[src/logic/cpw_pkg.sv]
// package: register map, field layout, reset values and mode codes
package cpw_pkg;

  // register byte offsets on the avalon-mm slave
  localparam logic [5:0] OFS_CTRL = 6'h00;
  localparam logic [5:0] OFS_DUTY_LO = 6'h04;
  localparam logic [5:0] OFS_SHADOW = 6'h08;
  localparam logic [5:0] OFS_PERIOD = 6'h0c;
  localparam logic [5:0] OFS_TMR = 6'h10;
  localparam logic [5:0] OFS_TCTRL = 6'h14;
  localparam logic [5:0] OFS_STAT = 6'h18;
  localparam logic [5:0] OFS_DIR = 6'h1c;

  // unit_control fields
  localparam int CTRL_MODE_LSB = 0;
  localparam int CTRL_DC_LSB = 4;
  localparam int CTRL_W = 6;

  // period_timer_control fields
  localparam int TCTRL_PS_LSB = 0;
  localparam int TCTRL_ON_BIT = 2;
  localparam int TCTRL_W = 3;

  // status and pin direction fields
  localparam int STAT_FLAG_BIT = 0;
  localparam int DIR_IN_BIT = 0;

  // reset values
  localparam logic [5:0] RST_CTRL = 6'h00;
  localparam logic [7:0] RST_DUTY_LO = 8'h00;
  localparam logic [7:0] RST_SHADOW = 8'h00;
  localparam logic [7:0] RST_PERIOD = 8'hff;
  localparam logic [7:0] RST_TMR = 8'h00;
  localparam logic [2:0] RST_TCTRL = 3'h0;
  localparam logic RST_DIR = 1'b1;

  // unit_mode_field codes
  localparam logic [3:0] MODE_OFF = 4'h0;
  localparam logic [3:0] MODE_RSV1 = 4'h1;
  localparam logic [3:0] MODE_TOGGLE = 4'h2;
  localparam logic [3:0] MODE_RSV3 = 4'h3;
  localparam logic [3:0] MODE_CAP_FALL = 4'h4;
  localparam logic [3:0] MODE_CAP_RISE = 4'h5;
  localparam logic [3:0] MODE_CAP_R4 = 4'h6;
  localparam logic [3:0] MODE_CAP_R16 = 4'h7;
  localparam logic [3:0] MODE_CMP_SET = 4'h8;
  localparam logic [3:0] MODE_CMP_CLR = 4'h9;
  localparam logic [3:0] MODE_SWI = 4'ha;
  localparam logic [3:0] MODE_SEV = 4'hb;

  // prescaler selection codes
  localparam logic [1:0] PS_DIV1 = 2'h0;
  localparam logic [1:0] PS_DIV4 = 2'h1;

  // capture prescaler terminal counts
  localparam logic [3:0] CAP_LAST4 = 4'h3;
  localparam logic [3:0] CAP_LAST16 = 4'hf;

  // time base step from the prescaler block
  typedef struct packed {
    logic tick;
    logic [1:0] low2;
  } cpw_tb_t;

endpackage : cpw_pkg

[src/logic/cpw_timebase.sv]
// period timer clock phase and prescaler giving the time base low bits
`timescale 1ns/1ps
module cpw_timebase
  import cpw_pkg::*;
(
  input logic clk_sys,
  input logic nrst,
  input logic run,
  input logic [1:0] ps_sel,
  output cpw_tb_t tb
);

  logic [1:0] q_ff;
  logic [3:0] psc_ff;
  logic q_last;
  logic ps_end;

  assign q_last = (q_ff == 2'h3);
  assign ps_end = (ps_sel == PS_DIV1) ||
                  (ps_sel == PS_DIV4 && psc_ff[1:0] == 2'h3) ||
                  (ps_sel[1] && psc_ff == 4'hf);
  assign tb.tick = run && q_last && ps_end;
  // clock phase at 1:1, prescaler bits otherwise
  assign tb.low2 = (ps_sel == PS_DIV1) ? q_ff :
                   (ps_sel == PS_DIV4) ? psc_ff[1:0] : psc_ff[3:2];

  // frozen while not running so the time base resumes where it stopped
  always_ff @(posedge clk_sys or negedge nrst) begin
    if (!nrst) begin
      q_ff <= 2'h0;
      psc_ff <= 4'h0;
    end else if (run) begin
      q_ff <= q_ff + 2'h1;
      psc_ff <= q_last ? psc_ff + 4'h1 : psc_ff;
    end
  end

  tick_low_a: assert property (
    @(posedge clk_sys) disable iff (!nrst)
    tb.tick |-> tb.low2 == 2'h3)
    else $error("timer step not at end of low bits");
  phase_sel_a: assert property (
    @(posedge clk_sys) disable iff (!nrst)
    ps_sel == PS_DIV1 |-> tb.low2 == q_ff)
    else $error("low bits not clock phase at 1:1");

endmodule : cpw_timebase

[src/logic/cpw_unit.sv]
// capture/compare/pwm unit with its period timer and avalon-mm slave
//
// Decided for this implementation: the address map and register access over Avalon-MM.
`timescale 1ns/1ps
// Function
// - duty double buffered in shadow and latch
// - 10-bit time base: timer plus two bits
// - low bits: clock phase at 1:1, else prescaler
// - pin cleared when time base equals duty
// - resolution grows with period limit, 10 at 255
// - duty beyond period leaves pin unchanged
// - sleep freezes timer, state and pin
// - reset restores registers, pin as input
// - control bits 7-6 read zero
// - control bits 5-4 are duty lsbs
// - mode 0000 off and reset, 0001/0011 nothing
// - mode 0010 toggles output on match
// - capture edge modes fall, rise, 4th, 16th
// - 1000 sets, 1001 clears, both flag
// - 1010 only sets flag
// - 1011 trigger, flag, converter start
// - period end: clear timer, load duty, set pin unless loaded duty is zero
// - duty is low register then two lsbs
// - shadow read-only in pwm mode
module cpw_unit
  import cpw_pkg::*;
(
  input logic clk_sys,
  input logic nrst,
  input logic [5:0] avs_address,
  input logic avs_read,
  input logic avs_write,
  input logic [31:0] avs_writedata,
  input logic [3:0] avs_byteenable,
  output logic [31:0] avs_readdata,
  output logic avs_waitrequest,
  input logic sleep_i,
  input logic cmp_match_i,
  input logic adc_enable_i,
  input logic cap_pin_i,
  output logic pin_o,
  output logic pin_oe_n,
  output logic match_flag_o,
  output logic capt_strobe_o,
  output logic sev_trig_o,
  output logic adc_start_o
);

  logic [CTRL_W-1:0] ctrl_ff;
  logic [7:0] duty_lo_ff;
  logic [7:0] shadow_ff;
  logic [1:0] latch_ff;
  logic [7:0] period_ff;
  logic [7:0] tmr_ff;
  logic [TCTRL_W-1:0] tctrl_ff;
  logic flag_ff;
  logic dir_ff;
  logic pin_ff;
  logic ack_ff;
  logic [31:0] rdata_ff;
  logic [2:0] cap_sync_ff;
  logic [3:0] cap_cnt_ff;
  logic strobe_ff;
  logic sev_ff;
  logic adc_ff;
  logic wrap_d_ff; // set lags a step, as the clear does, for exact width
  logic [7:0] nxt_tmr;
  logic nxt_pin;
  logic [3:0] nxt_cap_cnt;
  logic [31:0] nxt_rdata;
  cpw_tb_t tb;

  // bus decode
  wire req = avs_read | avs_write;
  wire rd_first = avs_read & ~ack_ff;
  wire wr_go = avs_write & ack_ff & avs_byteenable[0];
  wire mapped = ~avs_address[5] & (avs_address[1:0] == 2'h0);
  wire [5:0] ofs = {avs_address[5:2], 2'h0};
  wire hit_ctrl = mapped & (ofs == OFS_CTRL);
  wire hit_duty = mapped & (ofs == OFS_DUTY_LO);
  wire hit_shadow = mapped & (ofs == OFS_SHADOW);
  wire hit_period = mapped & (ofs == OFS_PERIOD);
  wire hit_tmr = mapped & (ofs == OFS_TMR);
  wire hit_tctrl = mapped & (ofs == OFS_TCTRL);
  wire hit_stat = mapped & (ofs == OFS_STAT);
  wire hit_dir = mapped & (ofs == OFS_DIR);
  wire [7:0] wd = avs_writedata[7:0];

  // mode decode
  wire [3:0] mode = ctrl_ff[CTRL_MODE_LSB +: 4];
  wire [1:0] dc_lsb = ctrl_ff[CTRL_DC_LSB +: 2];
  wire is_off = (mode == MODE_OFF);
  wire is_pwm = (mode[3:2] == 2'b11);
  wire is_cap = (mode[3:2] == 2'b01);
  wire is_cmp = (mode[3:2] == 2'b10) | (mode == MODE_TOGGLE);
  wire awake = ~sleep_i;

  // period timer and pwm time base
  wire tmr_run = tctrl_ff[TCTRL_ON_BIT] & awake;
  wire tick = tb.tick;
  wire wrap = tick & (tmr_ff == period_ff);
  wire [9:0] duty = {duty_lo_ff, dc_lsb};
  wire [9:0] tbase = {tmr_ff, tb.low2};
  // no match when duty exceeds the period, so the pin is simply left set
  wire pwm_match = is_pwm & (tbase == {shadow_ff, latch_ff});

  // compare events, only from the selected compare modes
  wire cmp_ev = cmp_match_i & awake & is_cmp;
  wire cmp_flag = cmp_ev & (mode != MODE_TOGGLE);
  wire sev_ev = cmp_ev & (mode == MODE_SEV);

  // capture edges taken from the synchronised pin only
  wire rise = cap_sync_ff[1] & ~cap_sync_ff[2];
  wire fall = ~cap_sync_ff[1] & cap_sync_ff[2];
  wire cap_ev = awake & is_cap & (
    (mode == MODE_CAP_FALL) ? fall :
    (mode == MODE_CAP_RISE) ? rise :
    (mode == MODE_CAP_R4) ? rise & (cap_cnt_ff == CAP_LAST4) :
    rise & (cap_cnt_ff == CAP_LAST16));

  // status flag: a new event beats a clear in the same cycle
  wire flag_set = cmp_flag | cap_ev;
  wire flag_clr = wr_go & hit_stat & wd[STAT_FLAG_BIT];

  // the unit owns the pin only in output compare and pwm modes
  wire drives = is_pwm | (mode == MODE_TOGGLE) |
                (mode == MODE_CMP_SET) | (mode == MODE_CMP_CLR);

  cpw_timebase u_timebase (
    .clk_sys(clk_sys),
    .nrst(nrst),
    .run(tmr_run),
    .ps_sel(tctrl_ff[TCTRL_PS_LSB +: 2]),
    .tb(tb)
  );

  assign avs_waitrequest = req & ~ack_ff;
  assign avs_readdata = rdata_ff;
  assign pin_o = pin_ff;
  assign pin_oe_n = dir_ff | ~drives;
  assign match_flag_o = flag_ff;
  assign capt_strobe_o = strobe_ff;
  assign sev_trig_o = sev_ff;
  assign adc_start_o = adc_ff;

  always_comb begin
    nxt_tmr = tmr_ff;
    if (wr_go & hit_tmr) begin
      nxt_tmr = wd;
    end else if (wrap) begin
      nxt_tmr = 8'h00;
    end else if (tick) begin
      nxt_tmr = tmr_ff + 8'h01;
    end
  end

  always_comb begin
    nxt_pin = pin_ff;
    if (is_off) begin
      nxt_pin = 1'b0;
    end else if (sleep_i) begin
      nxt_pin = pin_ff;
    end else if (is_pwm) begin
      if (wrap_d_ff) begin
        nxt_pin = ({shadow_ff, latch_ff} != 10'h000);
      end else if (pwm_match) begin
        nxt_pin = 1'b0;
      end
    end else if (cmp_ev) begin
      case (mode)
        MODE_TOGGLE: nxt_pin = ~pin_ff;
        MODE_CMP_SET: nxt_pin = 1'b1;
        MODE_CMP_CLR: nxt_pin = 1'b0;
        default: nxt_pin = pin_ff;
      endcase
    end
  end

  always_comb begin
    nxt_cap_cnt = cap_cnt_ff;
    if (~is_cap) begin
      nxt_cap_cnt = 4'h0;
    end else if (awake & rise) begin
      if (mode == MODE_CAP_R4 && cap_cnt_ff == CAP_LAST4) begin
        nxt_cap_cnt = 4'h0;
      end else begin
        nxt_cap_cnt = cap_cnt_ff + 4'h1;
      end
    end
  end

  // reserved control bits are not stored, so they read as zero
  always_comb begin
    nxt_rdata = 32'h0000_0000;
    if (hit_ctrl) nxt_rdata[CTRL_W-1:0] = ctrl_ff;
    if (hit_duty) nxt_rdata[7:0] = duty_lo_ff;
    if (hit_shadow) nxt_rdata[7:0] = shadow_ff;
    if (hit_period) nxt_rdata[7:0] = period_ff;
    if (hit_tmr) nxt_rdata[7:0] = tmr_ff;
    if (hit_tctrl) nxt_rdata[TCTRL_W-1:0] = tctrl_ff;
    if (hit_stat) nxt_rdata[STAT_FLAG_BIT] = flag_ff;
    if (hit_dir) nxt_rdata[DIR_IN_BIT] = dir_ff;
  end

  // one wait state: answer on the second edge of every request
  always_ff @(posedge clk_sys or negedge nrst) begin
    if (!nrst) begin
      ack_ff <= 1'b0;
      rdata_ff <= 32'h0000_0000;
    end else begin
      ack_ff <= req & ~ack_ff;
      rdata_ff <= rd_first ? nxt_rdata : rdata_ff;
    end
  end

  always_ff @(posedge clk_sys or negedge nrst) begin
    if (!nrst) begin
      ctrl_ff <= RST_CTRL;
      duty_lo_ff <= RST_DUTY_LO;
      period_ff <= RST_PERIOD;
      tctrl_ff <= RST_TCTRL;
      dir_ff <= RST_DIR;
    end else if (wr_go) begin
      ctrl_ff <= hit_ctrl ? wd[CTRL_W-1:0] : ctrl_ff;
      duty_lo_ff <= hit_duty ? wd : duty_lo_ff;
      period_ff <= hit_period ? wd : period_ff;
      tctrl_ff <= hit_tctrl ? wd[TCTRL_W-1:0] : tctrl_ff;
      dir_ff <= hit_dir ? wd[DIR_IN_BIT] : dir_ff;
    end
  end

  // duty reaches the comparator only at a period boundary
  always_ff @(posedge clk_sys or negedge nrst) begin
    if (!nrst) begin
      shadow_ff <= RST_SHADOW;
      latch_ff <= 2'h0;
    end else if (is_pwm & wrap) begin
      {shadow_ff, latch_ff} <= duty;
    end else begin
      if (wr_go & hit_shadow & ~is_pwm) shadow_ff <= wd;
      if (is_off) latch_ff <= 2'h0;
    end
  end

  always_ff @(posedge clk_sys or negedge nrst) begin
    if (!nrst) begin
      tmr_ff <= RST_TMR;
      pin_ff <= 1'b0;
      flag_ff <= 1'b0;
      cap_sync_ff <= 3'h0;
      cap_cnt_ff <= 4'h0;
      strobe_ff <= 1'b0;
      sev_ff <= 1'b0;
      adc_ff <= 1'b0;
      wrap_d_ff <= 1'b0;
    end else begin
      tmr_ff <= nxt_tmr;
      pin_ff <= nxt_pin;
      flag_ff <= flag_set | (flag_ff & ~flag_clr);
      cap_sync_ff <= {cap_sync_ff[1:0], cap_pin_i};
      cap_cnt_ff <= nxt_cap_cnt;
      strobe_ff <= cap_ev;
      sev_ff <= sev_ev;
      adc_ff <= sev_ev & adc_enable_i;
      wrap_d_ff <= sleep_i ? wrap_d_ff : (is_pwm & wrap);
    end
  end

  shadow_hold_a: assert property (
    @(posedge clk_sys) disable iff (!nrst)
    is_pwm && $past(is_pwm) && $changed(shadow_ff) |-> $past(wrap))
    else $error("shadow duty changed inside a period");
  match_clear_a: assert property (
    @(posedge clk_sys) disable iff (!nrst)
    pwm_match && !wrap_d_ff && awake |=> !pin_ff)
    else $error("pin not cleared on duty match");
  wrap_load_a: assert property (
    @(posedge clk_sys) disable iff (!nrst)
    is_pwm && wrap && !(wr_go && hit_tmr) |=>
      tmr_ff == 8'h00 && {shadow_ff, latch_ff} == $past(duty))
    else $error("period end did not reload");
  period_set_a: assert property (
    @(posedge clk_sys) disable iff (!nrst)
    is_pwm && wrap_d_ff && awake |=>
      pin_ff == ($past(shadow_ff) != 8'h00 || $past(latch_ff) != 2'h0))
    else $error("pin not set at period start");
  sleep_freeze_a: assert property (
    @(posedge clk_sys) disable iff (!nrst)
    sleep_i && !wr_go && !is_off |=> $stable(tmr_ff) && $stable(pin_ff))
    else $error("state moved during sleep");
  ctrl_rsvd_a: assert property (
    @(posedge clk_sys) disable iff (!nrst)
    rd_first && hit_ctrl |=> avs_readdata[31:6] == 26'h0)
    else $error("reserved control bits not zero");
  off_reset_a: assert property (
    @(posedge clk_sys) disable iff (!nrst)
    is_off && !(wr_go && hit_ctrl) |=>
      !pin_ff && cap_cnt_ff == 4'h0 && pin_oe_n)
    else $error("off mode did not reset unit");
  toggle_a: assert property (
    @(posedge clk_sys) disable iff (!nrst)
    mode == MODE_TOGGLE && cmp_match_i && awake |=>
      pin_ff != $past(pin_ff))
    else $error("toggle mode did not invert");
  cap16_a: assert property (
    @(posedge clk_sys) disable iff (!nrst)
    mode == MODE_CAP_R16 && cap_ev |=> strobe_ff && cap_cnt_ff == 4'h0)
    else $error("sixteenth edge capture wrong");
  cmp_flag_a: assert property (
    @(posedge clk_sys) disable iff (!nrst)
    cmp_match_i && awake && mode[3:2] == 2'b10 |=> flag_ff)
    else $error("match flag not set");
  swi_pin_a: assert property (
    @(posedge clk_sys) disable iff (!nrst)
    mode == MODE_SWI |-> pin_oe_n)
    else $error("pin driven in flag-only mode");
  sev_adc_a: assert property (
    @(posedge clk_sys) disable iff (!nrst)
    sev_ev |=> sev_trig_o && adc_start_o == $past(adc_enable_i))
    else $error("trigger or converter start wrong");
  shadow_ro_a: assert property (
    @(posedge clk_sys) disable iff (!nrst)
    is_pwm && wr_go && hit_shadow && !wrap |=> $stable(shadow_ff))
    else $error("shadow written in pwm mode");

  wrap_c: cover property (@(posedge clk_sys) disable iff (!nrst)
    is_pwm && wrap && duty != 10'h000);
  match_c: cover property (@(posedge clk_sys) disable iff (!nrst)
    pin_ff && pwm_match);
  cap_c: cover property (@(posedge clk_sys) disable iff (!nrst)
    mode == MODE_CAP_R4 && cap_ev);
  sev_c: cover property (@(posedge clk_sys) disable iff (!nrst)
    sev_ev && adc_enable_i);

endmodule : cpw_unit

[config.mk]
export PLATFORM = sky130hd
export DESIGN_NAME = cpw_unit
export DESIGN_NICKNAME = d
export VERILOG_FILES = /design/src/logic/cpw_pkg.sv /design/src/logic/cpw_timebase.sv /design/src/logic/cpw_unit.sv
export SDC_FILE = /design/constraint.sdc
export NUM_CORES = 1
export LEC_CHECK = 0
export ABC_AREA = 1
export BUFFER_PORTS_ARGS = -buffer_cell sky130_fd_sc_hd__buf_2
export CAP_MARGIN = 10
export CORE_UTILIZATION = 53
export CTS_BUF_LIST = sky130_fd_sc_hd__clkbuf_16
export DETAILED_ROUTE_END_ITERATION = 10
export PLACE_DENSITY_LB_ADDON = 0.3
export SLEW_MARGIN = 15
export SYNTH_ARGS = -nofsm -noshare
export SYNTH_HDL_FRONTEND = slang
export SYNTH_SLANG_ARGS = --single-unit
[constraint.sdc]
create_clock -name clk_sys -period 3.3 [get_ports clk_sys]
set_clock_uncertainty 0.05 [all_clocks]
set_input_delay 0.66 -clock clk_sys [delete_from_list [all_inputs] [get_ports clk_sys]]
set_output_delay 0.66 -clock clk_sys [all_outputs]
set_load 0.01 [all_outputs]
==> metrics.txt <==
P&R area growth vs syn 11.5%; crit end category output pin; CP top delay family flip-flops; Post-CTS Setup Bufs 0; ratio of cells with drive above 1 in the final layout 0.172; first-pass GRT wire length 17.2 mm; PwrDens 498 mW/mm^2; Crit path buffers/inverters 1; Clk Tree Root Cell clkbuf_16; outcome complete, no violations; CTS tree done; Syn Inst Count 559; WS Path Type register to output pin; register area share after synthesis 0.424; worst hold slack 0.153 ns; routed vias 3782; DRT Pass-1 Iters 5; vias per cell 5.34; synth warn 0; CP max-delay cell dfrtp_1; total track usage 0.264; Clock Tree Buf Depth 2; Die Wd 91.8 um; Post-Route Setup TNS 0 ns; Post-Route WL 10.3 mm; Peak Freq 0.466 GHz; met3 WL post-DR 653 um; top routing layer used met4; worst setup margin 1.16 ns; met2 wire length 4.71 mm; Yosys cell types 45; Post-synth EDFFs 0; Num CTS Buffers 9; commonest cells after routing, fill and taps aside nand2_1, dfrtp_1, inv_1; Rows 32; fin crit share 0.650; Synth area leader dfrtp_1; Die ar. 0.00843 sq mm; most common cell after layout, fill and taps aside nand2_1; Final Non-Filler Cells 708; syn avg cell area 7.65 sq um; CP most frequent cell nand2_1; WP data required 2.59 ns; Final Hold Fails 0; H-tree level count 3; initial core utilization 0.551; leakage 2.35 nW; crit-path max cell delay 0.48 ns; Post-DRT Antenna Nets 0; ys async rst share 1.00; post_cts resized 0; PortBufs 37; nets@finish 655; largest net degree at the start of global routing 33; fillcell total 728; Setup Slack @ Placement 1.07 ns; core footprint 0.00777 sq mm; Max FO, Critical Path 8; RSZ-0062 raised after global routing no; Hold Buf Count CTS 0; height of the die 91.8 um; area share of the largest cell type after synthesis 0.369; Worst Max-Slew Pin Slew 0.594 ns; Max Cap Viol 0; Initial DRC Count 217; Worst setup SP type register; # IOs 89; Max-slew headroom 0.603; dpl hpwl 7.71 mm; Residual DRC 0; aggregate global routing overflow 0; Worst Hold Class input pin to async pin; met1 WL 4.67 mm; cells along the critical path nor2_1 -> nand2_1 -> nand2_1 -> o21ai_0 -> buf_2; Peak VDD IR 286 uV; final setup vio count 0; clock sinks 72; Main synth FF type dfrtp_1; placed cells 692; Synth area leaders dfrtp_1, nand2_1, dfstp_2; Yosys reg bits 72; Critical Path AT 1.43 ns; routed len/inst 14.5 um; antenna cells 0; vias in the first global route 3616; max-slew violations 0; overall power 2.38 mW; initial antenna violation count 0; Tmin final 2.14 ns; CTS clock-pin slew for the worst setup and hold paths 0.06 ns; global placement routability congestion 0.948; later-pin clock latency in the skew report 0.33 ns; Post-Syn Area 0.00428 sq mm
==> power breakdown <==
part           switching [mW]  internal, mW  leakage [nW]  total [mW]
clock network           0.381         0.584         0.141       0.966
logic                   0.236         0.139          1.29       0.374
registers              0.0797         0.958         0.919        1.04
total                   0.697          1.68          2.35        2.38
==> per-layer routing <==
layer,vias up,track usage
li1,1834,-
met1,1767,0.351
met2,155,0.422
met3,26,0.0572
met4,0,0.100
met5,-,0
==> synthesized netlist by cell type (6+ instances only) <==
library cell  number
inv_2              7
o21ai_1           25
inv_1             56
nor2_4             6
nand4_1           10
buf_4             24
nor2_1            39
xor2_1            15
o21ai_0           21
nand3_2           10
nand2_1          175
nor3_1             7
dfstp_2            9
dfrtp_1           63
nand3_1           34
a21oi_1           14
==> flip-flops by register name, summed over array words and instances, names as in the netlist, 2 cells and up <==
signal / flops
avs_readdata: 8
duty_lo_ff: 8
period_ff: 8
shadow_ff: 8
tmr_ff: 8
ctrl_ff: 6
cap_cnt_ff: 4
u_timebase.psc_ff: 4
cap_sync_ff: 3
tctrl_ff: 3
latch_ff: 2
u_timebase.q_ff: 2
==> final timing paths <==
path,start,end,slack (ns),cells after the start
max,ctrl_ff[3]$_DFFE_PN0P_,pin_oe_n,1.16,5
min,nrst,cap_sync_ff[1]$_DFF_PN0_,0.15,1
max reg2reg,tctrl_ff[1]$_DFFE_PN0P_,shadow_ff[1]$_DFFE_PN0P_,1.42,9
min reg2reg,cap_sync_ff[0]$_DFF_PN0_,cap_sync_ff[1]$_DFF_PN0_,0.29,0
max in group asynchronous,nrst,period_ff[1]$_DFFE_PN1P_,2.30,2
min in group clk_sys,cap_sync_ff[0]$_DFF_PN0_,cap_sync_ff[1]$_DFF_PN0_,0.29,0
==> cell type report <==
type | count | area, sq um | share of cell area
clock inverter | 7 | 72.6 | 0.0152
tap | 102 | 128 | 0.0268
timing repair buffer | 39 | 200 | 0.0420
clock buffer | 9 | 225 | 0.0472
inverter | 66 | 251 | 0.0527
sequential | 72 | 1810 | 0.380
multi-input combinational | 413 | 2080 | 0.436
==> per-stage QoR <==
| stage | util | cell area (sq um) |
|---|---|---|
| floorplan | - | 4360 |
| global placement | 0.576 | 4470 |
| detailed placement | 0.576 | 4470 |
| CTS | 0.614 | 4770 |
| global route | 0.614 | 4770 |
| finish | 0.614 | 4770 |
==> worst register-to-register path: cells and delay by family (launching register included) <==
kind / cells / cell delay, ns
flip-flops: 1 / 0.47
AND/OR/NAND/NOR: 8 / 1.06
buffers and inverters: 1 / 0.24
==> cells by family (layout without fill, tap and decap cells) <==
logic type,after synthesis,in the layout,share of synthesized area
compound gates,70,70,0.0880
xor+xnor,16,16,0.0328
fa+ha+maj,4,4,0.0117
buf+inv,97,121,0.110
flops,72,72,0.424
mux,2,2,0.00526
other cells,1,24,0.000877
simple gates,297,297,0.328
No activity file was read; power rests on OpenSTA's default activity.
